[src/sdr_pkg.sv]
package sdr_pkg;

  // Power modes; the two-bit codes are our own assignment.
  typedef enum logic [1:0] {
    SDR_MODE_VERY_LOW = 2'h0,
    SDR_MODE_LOW      = 2'h1,
    SDR_MODE_HIGH_RES = 2'h2,
    SDR_MODE_RSVD     = 2'h3
  } sdr_mode_t;

  // Configuration word driven by the surrounding control logic.
  typedef struct packed {
    logic [2:0] decimation_ratio_select; // Ratio code, 0 is 128.
    sdr_mode_t  power_mode_select;       // Power mode.
    logic       use_crystal;             // Crystal oscillator is source.
  } sdr_cfg_t;

  // Output width of a conversion result.
  localparam int unsigned OUT_W = 24;

  // One conversion result with the filter path that produced it.
  typedef struct packed {
    logic [OUT_W-1:0] data; // Ones density, 0x800000 is all ones.
    logic             fast; // Result came from the fast-settling path.
  } sdr_sample_t;

  // Modulator rate is the master clock divided by this.
  localparam int unsigned MOD_DIV       = 2;
  // Smallest ratio is two to this power.
  localparam logic [3:0]  RATIO_MIN_LOG2 = 4'h7;
  // Largest ratio the sinc3 stage runs at, as a power of two.
  localparam logic [3:0]  SINC3_MAX_LOG2 = 4'ha;
  // Conversions taken from the fast-settling path after reset.
  localparam logic [1:0]  FAST_CONV     = 2'h2;
  // Accumulator widths of the sinc3 stage and of the full path.
  localparam int unsigned ACC_W         = 31;
  localparam int unsigned SUM_W         = 35;
  // Full scale of the normalised sum, as a power of two.
  localparam logic [5:0]  NORM_LOG2     = 6'h22;
  // Nominal master clocks in kHz for each power mode.
  localparam logic [15:0] CLK_HIGH_RES_KHZ = 16'h2000;
  localparam logic [15:0] CLK_LOW_KHZ      = 16'h1000;
  localparam logic [15:0] CLK_VERY_LOW_KHZ = 16'h0800;

endpackage

[src/sdr_decimator.sv]
`timescale 1ns/1ps
// Summary of operation
// - Modulator and filter run at half clock.
// - Three-bit field sets the decimation ratio.
// - Eight ratios, powers of two 128..16384.
// - Three power modes with nominal master clocks.
// - Output rate scales with clock and ratio.
// - No conversion data before reference settles.
// - Clock from input or crystal; oscillator off.
// - Linear-phase sinc FIR averages and downsamples.
// - Filter input is one-bit ones-density stream.
// - First two conversions fast, then sinc3.
// - Ratios above 1024 use sinc3 plus sinc1.
module sdr_decimator (
  // Clock and reset.
  input  wire logic             i_clk,
  input  wire logic             i_rst,
  // Configuration and status from the analog side.
  input  wire sdr_pkg::sdr_cfg_t i_cfg,
  input  wire logic             i_ref_settled,
  // Modulator bit, sampled on o_mod_clk_en.
  input  wire logic             i_mod_bit,
  // Clocking outputs.
  output logic                  o_mod_clk_en,
  output logic                  o_osc_enable,
  output sdr_pkg::sdr_mode_t    o_power_mode,
  output logic [15:0]           o_nominal_clk_khz,
  // Conversion results.
  output logic                  o_sample_valid,
  output sdr_pkg::sdr_sample_t  o_sample
);

  logic                      ref_ok;     // Reference has settled.
  logic                      mod_phase;  // Divider phase.
  logic                      mod_en;     // One modulator sample.
  logic [2:0]                sel_q;      // Ratio code in use.
  logic                      restart;    // Ratio code changed.
  logic [3:0]                ratio_log2; // Overall ratio exponent.
  logic [3:0]                s3_log2;    // Sinc3 ratio exponent.
  logic [3:0]                m_log2;     // Sinc1 ratio exponent.
  logic [9:0]                s3_cnt;     // Samples in sinc3 window.
  logic [3:0]                m_cnt;      // Sinc3 outputs in sinc1.
  logic                      s3_dump;    // Sinc3 decimation instant.
  logic                      conv_end;   // Conversion boundary.
  logic [sdr_pkg::ACC_W-1:0] int1;       // First integrator.
  logic [sdr_pkg::ACC_W-1:0] int2;       // Second integrator.
  logic [sdr_pkg::ACC_W-1:0] int3;       // Third integrator.
  logic [sdr_pkg::ACC_W-1:0] dly1;       // Comb delays.
  logic [sdr_pkg::ACC_W-1:0] dly2;
  logic [sdr_pkg::ACC_W-1:0] dly3;
  logic [sdr_pkg::ACC_W-1:0] comb1;      // Comb outputs.
  logic [sdr_pkg::ACC_W-1:0] comb2;
  logic [sdr_pkg::ACC_W-1:0] comb3;
  logic [sdr_pkg::SUM_W-1:0] s1_acc;     // Sinc1 running sum.
  logic [sdr_pkg::SUM_W-1:0] conv_sum;   // Finished sinc3+sinc1 sum.
  logic [14:0]               fast_cnt;   // Fast path ones count.
  logic [14:0]               fast_sum;   // Count including this bit.
  logic [1:0]                fast_left;  // Fast conversions left.
  logic [5:0]                sh_slow;    // Normalising shifts.
  logic [5:0]                sh_fast;
  logic [sdr_pkg::SUM_W-1:0] norm;       // Normalised result.

  // The reference must settle before anything is converted.
  always_ff @(posedge i_clk or posedge i_rst) begin
    if (i_rst) begin
      ref_ok <= 1'b0;
    end else if (i_ref_settled) begin
      ref_ok <= 1'b1;
    end
  end

  // Divide by two to give the modulator sample enable.
  always_ff @(posedge i_clk or posedge i_rst) begin
    if (i_rst) begin
      mod_phase <= 1'b0;
    end else if (ref_ok) begin
      mod_phase <= ~mod_phase;
    end
  end

  assign mod_en       = ref_ok & mod_phase;
  assign o_mod_clk_en = mod_en;
  // Ratio decode: code n selects two to the power of n plus seven.
  always_comb begin
    ratio_log2 = sdr_pkg::RATIO_MIN_LOG2
               + {1'b0, i_cfg.decimation_ratio_select};
    if (ratio_log2 > sdr_pkg::SINC3_MAX_LOG2) begin
      s3_log2 = sdr_pkg::SINC3_MAX_LOG2;
    end else begin
      s3_log2 = ratio_log2;
    end
    m_log2 = ratio_log2 - s3_log2;
  end

  // A ratio change restarts the filter windows from empty.
  always_ff @(posedge i_clk or posedge i_rst) begin
    if (i_rst) begin
      sel_q <= 3'h0;
    end else begin
      sel_q <= i_cfg.decimation_ratio_select;
    end
  end

  assign restart  = sel_q != i_cfg.decimation_ratio_select;
  assign s3_dump  = mod_en
                  & (s3_cnt == 10'((11'h1 << s3_log2) - 11'h1));
  assign conv_end = s3_dump
                  & (m_cnt == 4'((5'h1 << m_log2) - 5'h1));

  // Window counters for the sinc3 and sinc1 stages.
  always_ff @(posedge i_clk or posedge i_rst) begin
    if (i_rst) begin
      s3_cnt <= 10'h0;
      m_cnt  <= 4'h0;
    end else if (restart) begin
      s3_cnt <= 10'h0;
      m_cnt  <= 4'h0;
    end else if (s3_dump) begin
      s3_cnt <= 10'h0;
      m_cnt  <= conv_end ? 4'h0 : m_cnt + 4'h1;
    end else if (mod_en) begin
      s3_cnt <= s3_cnt + 10'h1;
    end
  end

  // Sinc3 integrators; wrap-around arithmetic is exact for a CIC.
  always_ff @(posedge i_clk or posedge i_rst) begin
    if (i_rst) begin
      int1 <= '0;
      int2 <= '0;
      int3 <= '0;
    end else if (restart) begin
      int1 <= '0;
      int2 <= '0;
      int3 <= '0;
    end else if (mod_en) begin
      int1 <= int1 + sdr_pkg::ACC_W'(i_mod_bit);
      int2 <= int2 + int1;
      int3 <= int3 + int2;
    end
  end

  // Combs run once per sinc3 window.
  assign comb1 = int3 - dly1;
  assign comb2 = comb1 - dly2;
  assign comb3 = comb2 - dly3;
  always_ff @(posedge i_clk or posedge i_rst) begin
    if (i_rst) begin
      dly1 <= '0;
      dly2 <= '0;
      dly3 <= '0;
    end else if (restart) begin
      dly1 <= '0;
      dly2 <= '0;
      dly3 <= '0;
    end else if (s3_dump) begin
      dly1 <= int3;
      dly2 <= comb1;
      dly3 <= comb2;
    end
  end

  // Sinc1 stage sums sinc3 outputs over the remaining factor.
  assign conv_sum = s1_acc + sdr_pkg::SUM_W'(comb3);
  always_ff @(posedge i_clk or posedge i_rst) begin
    if (i_rst) begin
      s1_acc <= '0;
    end else if (restart || conv_end) begin
      s1_acc <= '0;
    end else if (s3_dump) begin
      s1_acc <= conv_sum;
    end
  end

  // Fast-settling path: plain ones count over the whole ratio.
  assign fast_sum = fast_cnt + 15'(i_mod_bit);
  always_ff @(posedge i_clk or posedge i_rst) begin
    if (i_rst) begin
      fast_cnt <= 15'h0;
    end else if (restart || conv_end) begin
      fast_cnt <= 15'h0;
    end else if (mod_en) begin
      fast_cnt <= fast_sum;
    end
  end

  // Path choice is permanent until the next reset.
  always_ff @(posedge i_clk or posedge i_rst) begin
    if (i_rst) begin
      fast_left <= sdr_pkg::FAST_CONV;
    end else if (conv_end && !restart && fast_left != 2'h0) begin
      fast_left <= fast_left - 2'h1;
    end
  end

  // Scale either path so that all ones reads as the same full scale.
  always_comb begin
    sh_slow = sdr_pkg::NORM_LOG2 - 6'({s3_log2, 1'b0} + s3_log2)
            - 6'(m_log2);
    sh_fast = sdr_pkg::NORM_LOG2 - 6'(ratio_log2);
    if (fast_left != 2'h0) begin
      norm = sdr_pkg::SUM_W'(fast_sum) << sh_fast;
    end else begin
      norm = conv_sum << sh_slow;
    end
  end

  // Result register, loaded once per conversion.
  always_ff @(posedge i_clk or posedge i_rst) begin
    if (i_rst) begin
      o_sample_valid <= 1'b0;
      o_sample       <= '0;
    end else begin
      o_sample_valid <= conv_end & ~restart;
      if (conv_end && !restart) begin
        o_sample.data <= norm[sdr_pkg::SUM_W-1 -: sdr_pkg::OUT_W];
        o_sample.fast <= fast_left != 2'h0;
      end
    end
  end

  // Clock source and power mode decode.
  always_ff @(posedge i_clk or posedge i_rst) begin
    if (i_rst) begin
      o_osc_enable      <= 1'b0;
      o_power_mode      <= sdr_pkg::SDR_MODE_VERY_LOW;
      o_nominal_clk_khz <= sdr_pkg::CLK_VERY_LOW_KHZ;
    end else begin
      o_osc_enable <= i_cfg.use_crystal;
      o_power_mode <= i_cfg.power_mode_select;
      case (i_cfg.power_mode_select)
        sdr_pkg::SDR_MODE_HIGH_RES: begin
          o_nominal_clk_khz <= sdr_pkg::CLK_HIGH_RES_KHZ;
        end
        sdr_pkg::SDR_MODE_LOW: begin
          o_nominal_clk_khz <= sdr_pkg::CLK_LOW_KHZ;
        end
        default: begin
          o_nominal_clk_khz <= sdr_pkg::CLK_VERY_LOW_KHZ;
        end
      endcase
    end
  end

  // Helper for the checks: modulator samples since the last boundary.
  logic [14:0] chk_cnt;
  always_ff @(posedge i_clk or posedge i_rst) begin
    if (i_rst) begin
      chk_cnt <= 15'h0;
    end else if (restart || conv_end) begin
      chk_cnt <= 15'h0;
    end else if (mod_en) begin
      chk_cnt <= chk_cnt + 15'h1;
    end
  end
endmodule

[config.mk]
export PLATFORM = sky130hd
export DESIGN_NAME = sdr_decimator
export DESIGN_NICKNAME = d
export VERILOG_FILES = /design/src/sdr_pkg.sv /design/src/sdr_decimator.sv
export SDC_FILE = /design/constraint.sdc
export NUM_CORES = 1
export LEC_CHECK = 0
export BUFFER_PORTS_ARGS = -buffer_cell sky130_fd_sc_hd__buf_2
export CAP_MARGIN = 25
export CORE_ASPECT_RATIO = 0.75
export CORE_UTILIZATION = 40
export DETAILED_ROUTE_END_ITERATION = 10
export PLACE_DENSITY = 0.57
export SYNTH_ARGS = -nofsm -noshare
export SYNTH_HDL_FRONTEND = slang
export SYNTH_SLANG_ARGS = --single-unit
[constraint.sdc]
create_clock -name i_clk -period 19.15 [get_ports i_clk]
set_clock_uncertainty 0.2 [all_clocks]
set_input_delay 1.915 -clock i_clk [delete_from_list [all_inputs] [get_ports i_clk]]
set_output_delay 1.915 -clock i_clk [all_outputs]
set_load 0.02 [all_outputs]
-- Word-level counts from Yosys, hierarchy flattened
Cells that the tools add are included.
W data, S select, Z words.
- $lt $le $gt $ge: 1
- add/sub/neg operators: 19
- bitwise gates (word level): 6
- shift operators: 4
- reduce and logical (&&, ||, !) cells: 10
- multiplexer cells: 25
- eq/ne operators: 5
- operator list (kind ; number):
    $mux W31 ; 12
    $mux W35 ; 3
    $sub A31 B31 Y31 ; 3
    $add A31 B31 Y31 ; 2
    $add A35 B31 Y35 ; 1
    $shl A15 B6 Y35 ; 1
    $shl A35 B6 Y35 ; 1
    $add A31 B1 Y31 ; 1
    $mux W10 ; 3
    $mux W15 ; 2
    $pmux W14 S2 ; 1
    $mux W4 ; 4
    $add A15 B1 Y15 ; 1
    $add A10 B1 Y10 const B ; 1
    $eq A10 B10 Y1 ; 1
    $reduce_bool A2 Y1 ; 5
    $shl A1 B4 Y10 const A ; 1
    $sub A10 B1 Y10 const B ; 1
    $add A5 B4 Y6 ; 1
    $sub A6 B4 Y6 ; 1
    $sub A6 B4 Y6 const A ; 1
    $sub A6 B6 Y6 const A ; 1
    $add A3 B3 Y4 const A ; 1
    $add A4 B1 Y4 const B ; 1
    other kinds (15) ; 20
- input bits: 10
- bits in registers: 302

-- Logic depth before layout (Yosys ltp)
Gate-level depths: netlist (run 1).
- word-level depth: 11
- mapped depth: 44

-- Worst setup path after synthesis (run 1)
Ideal clock, no wire load.
- path kind: reg2reg
- start point: register int3[0] (netlist name)
- end point: register o_sample[21] (netlist name)
- slack: 11147 ps
- data required time: 18819 ps
- clock period less this slack: 8003 ps
- data arrival time: 7672 ps
- stages on the path, launching flop included: 45
- library setup time: 131 ps
- cells stage by stage: dfrtp_1 -> inv_1 -> ha_1 -> fa_1 -> nor2b_1 -> o31a_1 -> nand2b_1 -> a21oi_1 -> o21ba_2 -> nor2b_1 -> nor2_1 -> xnor2_1 -> ha_1 -> a21o_1 -> a21o_1 -> a21oi_1 -> a21oi_1 -> o31a_1 -> [... 9 more ...] -> a41oi_1 -> nor2_1 -> inv_1 -> a21oi_1 -> xnor2_1 -> ha_1 -> clkbuf_1 -> a21o_1 -> a31o_2 -> a21o_1 -> a21o_1 -> a21oi_1 -> o22ai_1 -> nor3_2 -> xnor2_1 -> mux4_2 -> o211ai_1 -> a31oi_1
- longest elaborated chain between the ends: 6
- ends and longest elaborated chain (element ; line ; RTL):
    start, declared ; sdr_decimator.sv:47 ; logic [sdr_pkg::ACC_W-1:0] int3;
    start signal, assigned ; sdr_decimator.sv:139 ; int3 <= int3 + int2;
    $sub A31 B31 Y31 ; sdr_decimator.sv:144 ; assign comb1 = int3 - dly1;
    $sub A31 B31 Y31 ; sdr_decimator.sv:145 ; assign comb2 = comb1 - dly2;
    $sub A31 B31 Y31 ; sdr_decimator.sv:146 ; assign comb3 = comb2 - dly3;
    $add A35 B31 Y35 ; sdr_decimator.sv:164 ; assign conv_sum = s1_acc + sdr_pkg::SUM_W'(comb3);
    $shl A35 B6 Y35 ; sdr_decimator.sv:204 ; norm = conv_sum << sh_slow;
    $mux W35 ; sdr_decimator.sv:201 ; if (fast_left != 2'h0) begin
    end, declared ; sdr_decimator.sv:30 ; output sdr_pkg::sdr_sample_t o_sample
No other way between the ends.
A chain may end at the register's enable or synchronous reset.

-- Worst setup path after layout (run 1)
- start point: register int3[0] (netlist name)
- end point: register o_sample[20] (netlist name)
Same word-level chain as after synthesis.

==> results of run 1 <==
## cell usage after synthesis, types with 23 or more instances
cell	instances
a21o_1	74
nand2_1	456
nor3_1	50
inv_1	177
a22o_1	23
or3_1	35
a21oi_1	331
dfrtp_1	287
nand4_1	34
o21ai_0	164
ha_1	205
and3_1	29
xnor2_1	130
mux2i_1	29
clkbuf_1	125
o21a_1	35
a31oi_1	42
nand3_1	89
o211ai_1	33
nor2b_1	28
xor2_1	96
nor2_1	250
a211oi_1	34
and2_1	24
## per-layer routing
| layer | vias up | track usage [%] | routed length, microns |
|---|---|---|---|
| met2 | 578 | 33.85 | 30710 |
| met4 | 0 | 4.649 | 1076 |
| met3 | 68 | 3.646 | 4436 |
| li1 | 11210 | - | - |
| met5 | - | 0 | 0 |
| met1 | 11140 | 37.17 | 39760 |
## cells by family (layout without fill, tap and decap cells)
family	count (synthesis)	after routing	synth area share (%)
simple gates	1094	1094	20.04
compound gates	946	946	24.07
buf+inv	346	316	5.464
flops	289	289	28.80
xor+xnor	227	227	7.969
fa+ha+maj	212	212	10.77
mux	55	55	2.859
other cells	2	16	0.02990
## area by class of cell
type                    count  area share [%]
clock buffers              53           3.801
clock inverters            11          0.7942
inverters                 180           2.511
multi-input cells        2550           60.99
flip-flops and latches    289           26.54
well taps                 810           3.718
repair buffers             72           1.643
## metrics by stage
| step | setup slack [ns] | total power, uW | instance area [sq um] | util [%] |
|---|---|---|---|---|
| finish | 9.729 | 3097 | 27250 | 43.91 |
| detailed placement | 9.915 | 2342 | 25990 | 41.88 |
| CTS | 9.831 | 3100 | 27250 | 43.89 |
| global route | 9.067 | 3305 | 27250 | 43.91 |
| floorplan | 9.061 | 1922 | 25170 | - |
| global placement | 10.07 | 2332 | 25990 | 41.86 |
## state kept, by name, summed over array words and instances (netlist names), 3 cells and up
name	cells
int3	31
sel_q	3
dly1	31
dly2	31
fast_cnt	15
o_sample	25
m_cnt	4
s1_acc	35
o_nominal_clk_khz	3
dly3	31
int2	31
int1	31
s3_cnt	10
## worst max-delay path by stage
| stage | start | cells after the start | end | slack [ns] |
|---|---|---|---|---|
| after floorplan | i_rst | 1 | dly1[0] | 9.06 |
| after global placement | int3[0] | 43 | o_sample[23] | 10.07 |
| after detailed placement | int3[0] | 37 | o_sample[20] | 9.92 |
| after CTS | int3[0] | 37 | o_sample[20] | 9.83 |
| after global routing | int3[0] | 43 | o_sample[23] | 9.07 |
| final | int3[0] | 37 | o_sample[20] | 9.73 |
## report_power, final
part	switching, uW	total [uW]	internal (uW)
Clock	294	739	445
Sequential	2.16	616	614
Combinational	1110	1740	631
## critical path: cells and delay by family, from the launching register on
family / cells / cell delay, ns
simple gates: 6 / 0.80
buf+inv: 1 / 0.06
fa+ha+maj: 5 / 1.89
compound gates: 20 / 4.84
flops: 1 / 0.38
mux: 1 / 0.30
xor+xnor: 4 / 0.78
==> impl_metrics.csv, run 1 <==
group,metric,value,unit
logic_synthesis,synth_area_leaders,"dfrtp_1 (29%), ha_1 (10%), nand2_1 (6.8%)",
die,dieArea,63820,sq um
cts,cts.sinks,289,
global_route,grt_pass1_wl,122400,microns
die,die_w,291.4,microns
timing,timing.fmax,106.1,MHz
logic_synthesis,ys_warn_count,0,
timing,rsz0062_at_grt,"no",
power_and_ir_drop,p_leak,0.01176,uW
timing,setup_violations,0,
layout,ff_latch_area,7234,sq um
layout,nets,3351,
logic_synthesis,yosysSeqAreaShare,28.80,%
power_and_ir_drop,ir_worst_vdd,0.07086,mV
global_route,grt_remaining_overflow,0,
detailed_routing,drt-pass1-iter-count,5,
logic_synthesis,synth_edf_count,0,
cts,clk_latency,0.58,ns
power_and_ir_drop,power_density,113.6,nW/um^2
layout,final_layout_size_suffix_gt1_share,6.498,%
global_route,antenna_found_initial,0,
layout,fin_cells,3965,
cts,cts_resized,0,
critical_path,cp_slowest_stage_delay,0.71,ns
die,fp-row-count,79,
critical_path,critPathMaxFanout,16,
detailed_routing,wire_per_inst,19.16,microns
cts,cts_max_path_buffers,3,
layout,fillers,6189,
logic_synthesis,avgSynthCellArea,7.922,sq um
logic_synthesis,async_reset_ff_share,100.0,%
cts,htreeDepth,2,
timing,whs,0.2837,ns
layout,antenna_cells,0,
critical_path,crit_slowest_cell,"a2111oi_0",
layout,layout_commonest_cell,"nand2_1",
layout,area_growth,8.497,%
cts,clk_pin_slew,0.06,ns
logic_synthesis,synth.top_cell.area_share,28.59,%
logic_synthesis,ys.flop_type,"dfrtp_1",
critical_path,worstReg2RegEnd,"o_sample[20]",
cts,clockRootBuffer,"clkbuf_16",
cts,cts_buffers,36,
critical_path,startpoint_type,"flip-flop",
detailed_routing,remaining_drc_errors,0,
logic_synthesis,synth_area,25120,sq um
cts,cts_tree,"built",
detailed_routing,viasPerCell,5.800,
detailed_routing,drt_iter0_drc,1922,
timing,timing.final.crit_period,9.421,ns
logic_synthesis,synth_cells,3171,
critical_path,ff2ff_path_depth,37,
logic_synthesis,ys_ff_latch,289,
critical_path,crit_type,"reg -> reg",
critical_path,crit_path_end_kind,"flip-flop",
timing,tightest_slew,0.9252,ns
cts,postCtsHoldBufs,0,
critical_path,critical_path.most_common_cell,"a21oi_1",
global_route,grt_start_max_net_pins,123,
logic_synthesis,synth_area_leader_cell,"dfrtp_1",
detailed_routing,totalWireLength,75980,microns
critical_path,arrival,9.64,ns
detailed_routing,postRouteAntennaNets,0,
run_status,status,"completed",
placed_design,dp_hpwl,56680,microns
detailed_routing,vias,23000,
die,pin_count,56,
hold_path,min_path_type,"reg -> reg",
hold_path,worstHoldStart,"o_sample[0]",
timing,maxSlewViolCount,0,
critical_path,r2r_start,"int3[0]",
timing,hold_viol_final,0,
critical_path,required,19.37,ns
placed_design,post-place-cells,3900,
placed_design,portBuffers,42,
die,core-area,62070,sq um
timing,tns,0,ns
layout,multi_input_area,16620,sq um
placed_design,place_congestion,0.9422,
hold_path,worstHoldPathCells,1,
logic_synthesis,ys_types,97,
global_route,gr-usage-all-layers,23.73,%
cts,post-cts-setup-buffers,0,
die,initial_utilization,40.47,%
die,die_h,219.0,microns
layout,layout_common_cells,"nand2_1 (455), a21oi_1 (331), dfrtp_1 (287)",
timing,period_share,49.20,%
run,max_cap_viol_count,0,
timing,slew_headroom,37.84,%
critical_path,ff2ff_setup_slack,9.73,ns
global_route,first_global_vias,21690,
hold_path,whs_endpoint,"o_sample[0]",
Power figures use the tool's default switching activity.
==> run 2: changes to the inputs <==
- PLACE_DENSITY: 0.57 -> 0.59
- clock period: 19.15 -> 8.4 ns (I/O delays scaled with it)
==> impl_metrics.csv, run 2 (synthesis gave the netlist of run 1 again) <==
group,metric,value,unit
critical_path,required,8.63,ns
cts,cts_max_path_buffers,3,
placed_design,dp_hpwl,54630,microns
power_and_ir_drop,comb_power_share,61.5,%
cts,cts.sinks,289,
cts,clockRootBuffer,"clkbuf_16",
die,fp-row-count,79,
critical_path,crit_slowest_cell,"dfrtp_1",
layout,layout_commonest_cell,"nand2_1",
detailed_routing,totalWireLength,74610,microns
cts,clk_pin_slew,0.06,ns
layout,largest_reg_flops,35,
hold_path,min_path_type,"in -> reg",
placed_design,post-place-cells,4001,
power_and_ir_drop,power_frac_clock,21.0,%
die,core-area,62070,sq um
layout,layout_common_cells,"nand2_1 (450), a21oi_1 (306), dfrtp_1 (287)",
layout,area_growth,15.14,%
die,die_h,219.0,microns
power_and_ir_drop,totalPowerFinal,8007,uW
layout,fillers,6075,
die,die_w,291.4,microns
cts,cts_buffers,37,
detailed_routing,postRouteAntennaNets,0,
power_and_ir_drop,p_int,4517,uW
timing,maxSlewViolCount,0,
power_and_ir_drop,power_density,276.8,nW/um^2
critical_path,crit_type,"reg -> reg",
detailed_routing,remaining_drc_errors,0,
placed_design,place_congestion,0.9682,
power_and_ir_drop,swShare,43.59,%
timing,timing.final.crit_period,8.087,ns
critical_path,crit_path_end_kind,"flip-flop",
detailed_routing,drt_iter0_drc,1932,
power_and_ir_drop,net-switching-power,3490,uW
power_and_ir_drop,ir_worst_vdd,0.1805,mV
critical_path,critPathMaxFanout,5,
timing,slew_headroom,30.43,%
cts,htreeDepth,2,
placed_design,pre_cts_ws,-0.2787,ns
detailed_routing,viasPerCell,5.770,
run_status,status,"completed",
global_route,grt_start_max_net_pins,148,
placed_design,portBuffers,42,
global_route,antenna_found_initial,1,
power_and_ir_drop,p_leak,0.01256,uW
global_route,grt_remaining_overflow,0,
die,dieArea,63820,sq um
timing,fin_ws,0.3135,ns
cts,clk_latency,0.56,ns
layout,fin_area,28920,sq um
global_route,gr-usage-all-layers,22.89,%
die,pin_count,56,
timing,timing.fmax,123.7,MHz
layout,largest-register,"s1_acc",
detailed_routing,wire_per_inst,18.20,microns
cts,postCtsHoldBufs,0,
placed_design,dpl_cell_area,26780,sq um
layout,antenna_cells,0,
detailed_routing,drt-pass1-iter-count,6,
layout,fin_cells,4099,
timing,hold_viol_final,0,
power_and_ir_drop,seq_power_share,17.5,%
critical_path,startpoint_type,"flip-flop",
critical_path,cp_slowest_stage_delay,0.42,ns
timing,tightest_slew,1.036,ns
die,initial_utilization,40.47,%
critical_path,arrival,8.32,ns
layout,final_layout_size_suffix_gt1_share,13.77,%
timing,tns,0,ns
detailed_routing,vias,23650,
global_route,first_global_vias,21980,
cts,cts_tree,"built",
timing,period_share,96.27,%
layout,nets,3483,
timing,setup_violations,0,
global_route,grt_pass1_wl,120300,microns
run,max_cap_viol_count,0,
-- run 2: final cells by class --
class,count,area [sq um],area share (%)
Clock buffer,56,1120,3.872
Clock inverter,11,143.9,0.4975
Inverter,180,680.7,2.353
Multi-Input combinational cell,2550,17240,59.59
Sequential cell,289,7234,25.01
Tap cell,810,1013,3.504
Timing Repair Buffer,203,1496,5.174
-- run 2: layer usage --
metal	track usage, %	up-vias	wire length [microns]
li1	-	11470	-
met1	36.30	11480	38960
met2	31.28	616	29810
met3	4.436	80	4735
met4	4.421	4	1024
met5	1.067	-	91
-- run 2: per-stage QoR --
stage / hold slack, ns / util (%)
CTS: 0.1652 / 45.42
global placement: 0.2546 / 43.10
floorplan: 0.2415 / -
finish: 0.1987 / 46.60
detailed placement: 0.2615 / 43.13
global route: 0.1746 / 46.60
-- run 2: worst paths after layout --
kind                              from                     to  slack, ns  cells past startpoint
max                            int3[5]           o_sample[24]       0.31                     38
min                           i_cfg[0]           o_osc_enable       0.20                      1
max reg2reg                    int3[5]           o_sample[24]       0.31                     38
min reg2reg                o_sample[0]            o_sample[0]       0.27                      1
max in group asynchronous        i_rst  o_nominal_clk_khz[13]       6.25                      4
min in group asynchronous        i_rst           fast_cnt[14]       0.36                      3
-- run 2: worst max-delay path: cells and delay by family, from the launching register on --
kind	cells	cell delay, ns
XOR/XNOR	3	0.48
buffers and inverters	5	0.70
adder cells (fa/ha/maj)	4	1.40
AND/OR/NAND/NOR	11	1.69
AO/OA/AOI/OAI	15	3.07
flip-flops	1	0.42
-- run 2: what timing repair did --
action                                  in CTS  in global routing
endpoints found under the hold margin        0                  0
endpoints found under the setup margin      12                 28
setup buffers                                6                 23
resized for setup                           25                126
pin swaps                                   12                 84
-- run 2: power groups by stage --
stage | combinational (uW) | clock [uW] | sequential (uW)
floorplan | 2950 | 0 | 1430
global placement | 4410 | 0 | 1430
detailed placement | 4420 | 0 | 1430
finish | 4920 | 1680 | 1400
global route | 5380 | 1790 | 1400
CTS | 4540 | 1730 | 1400
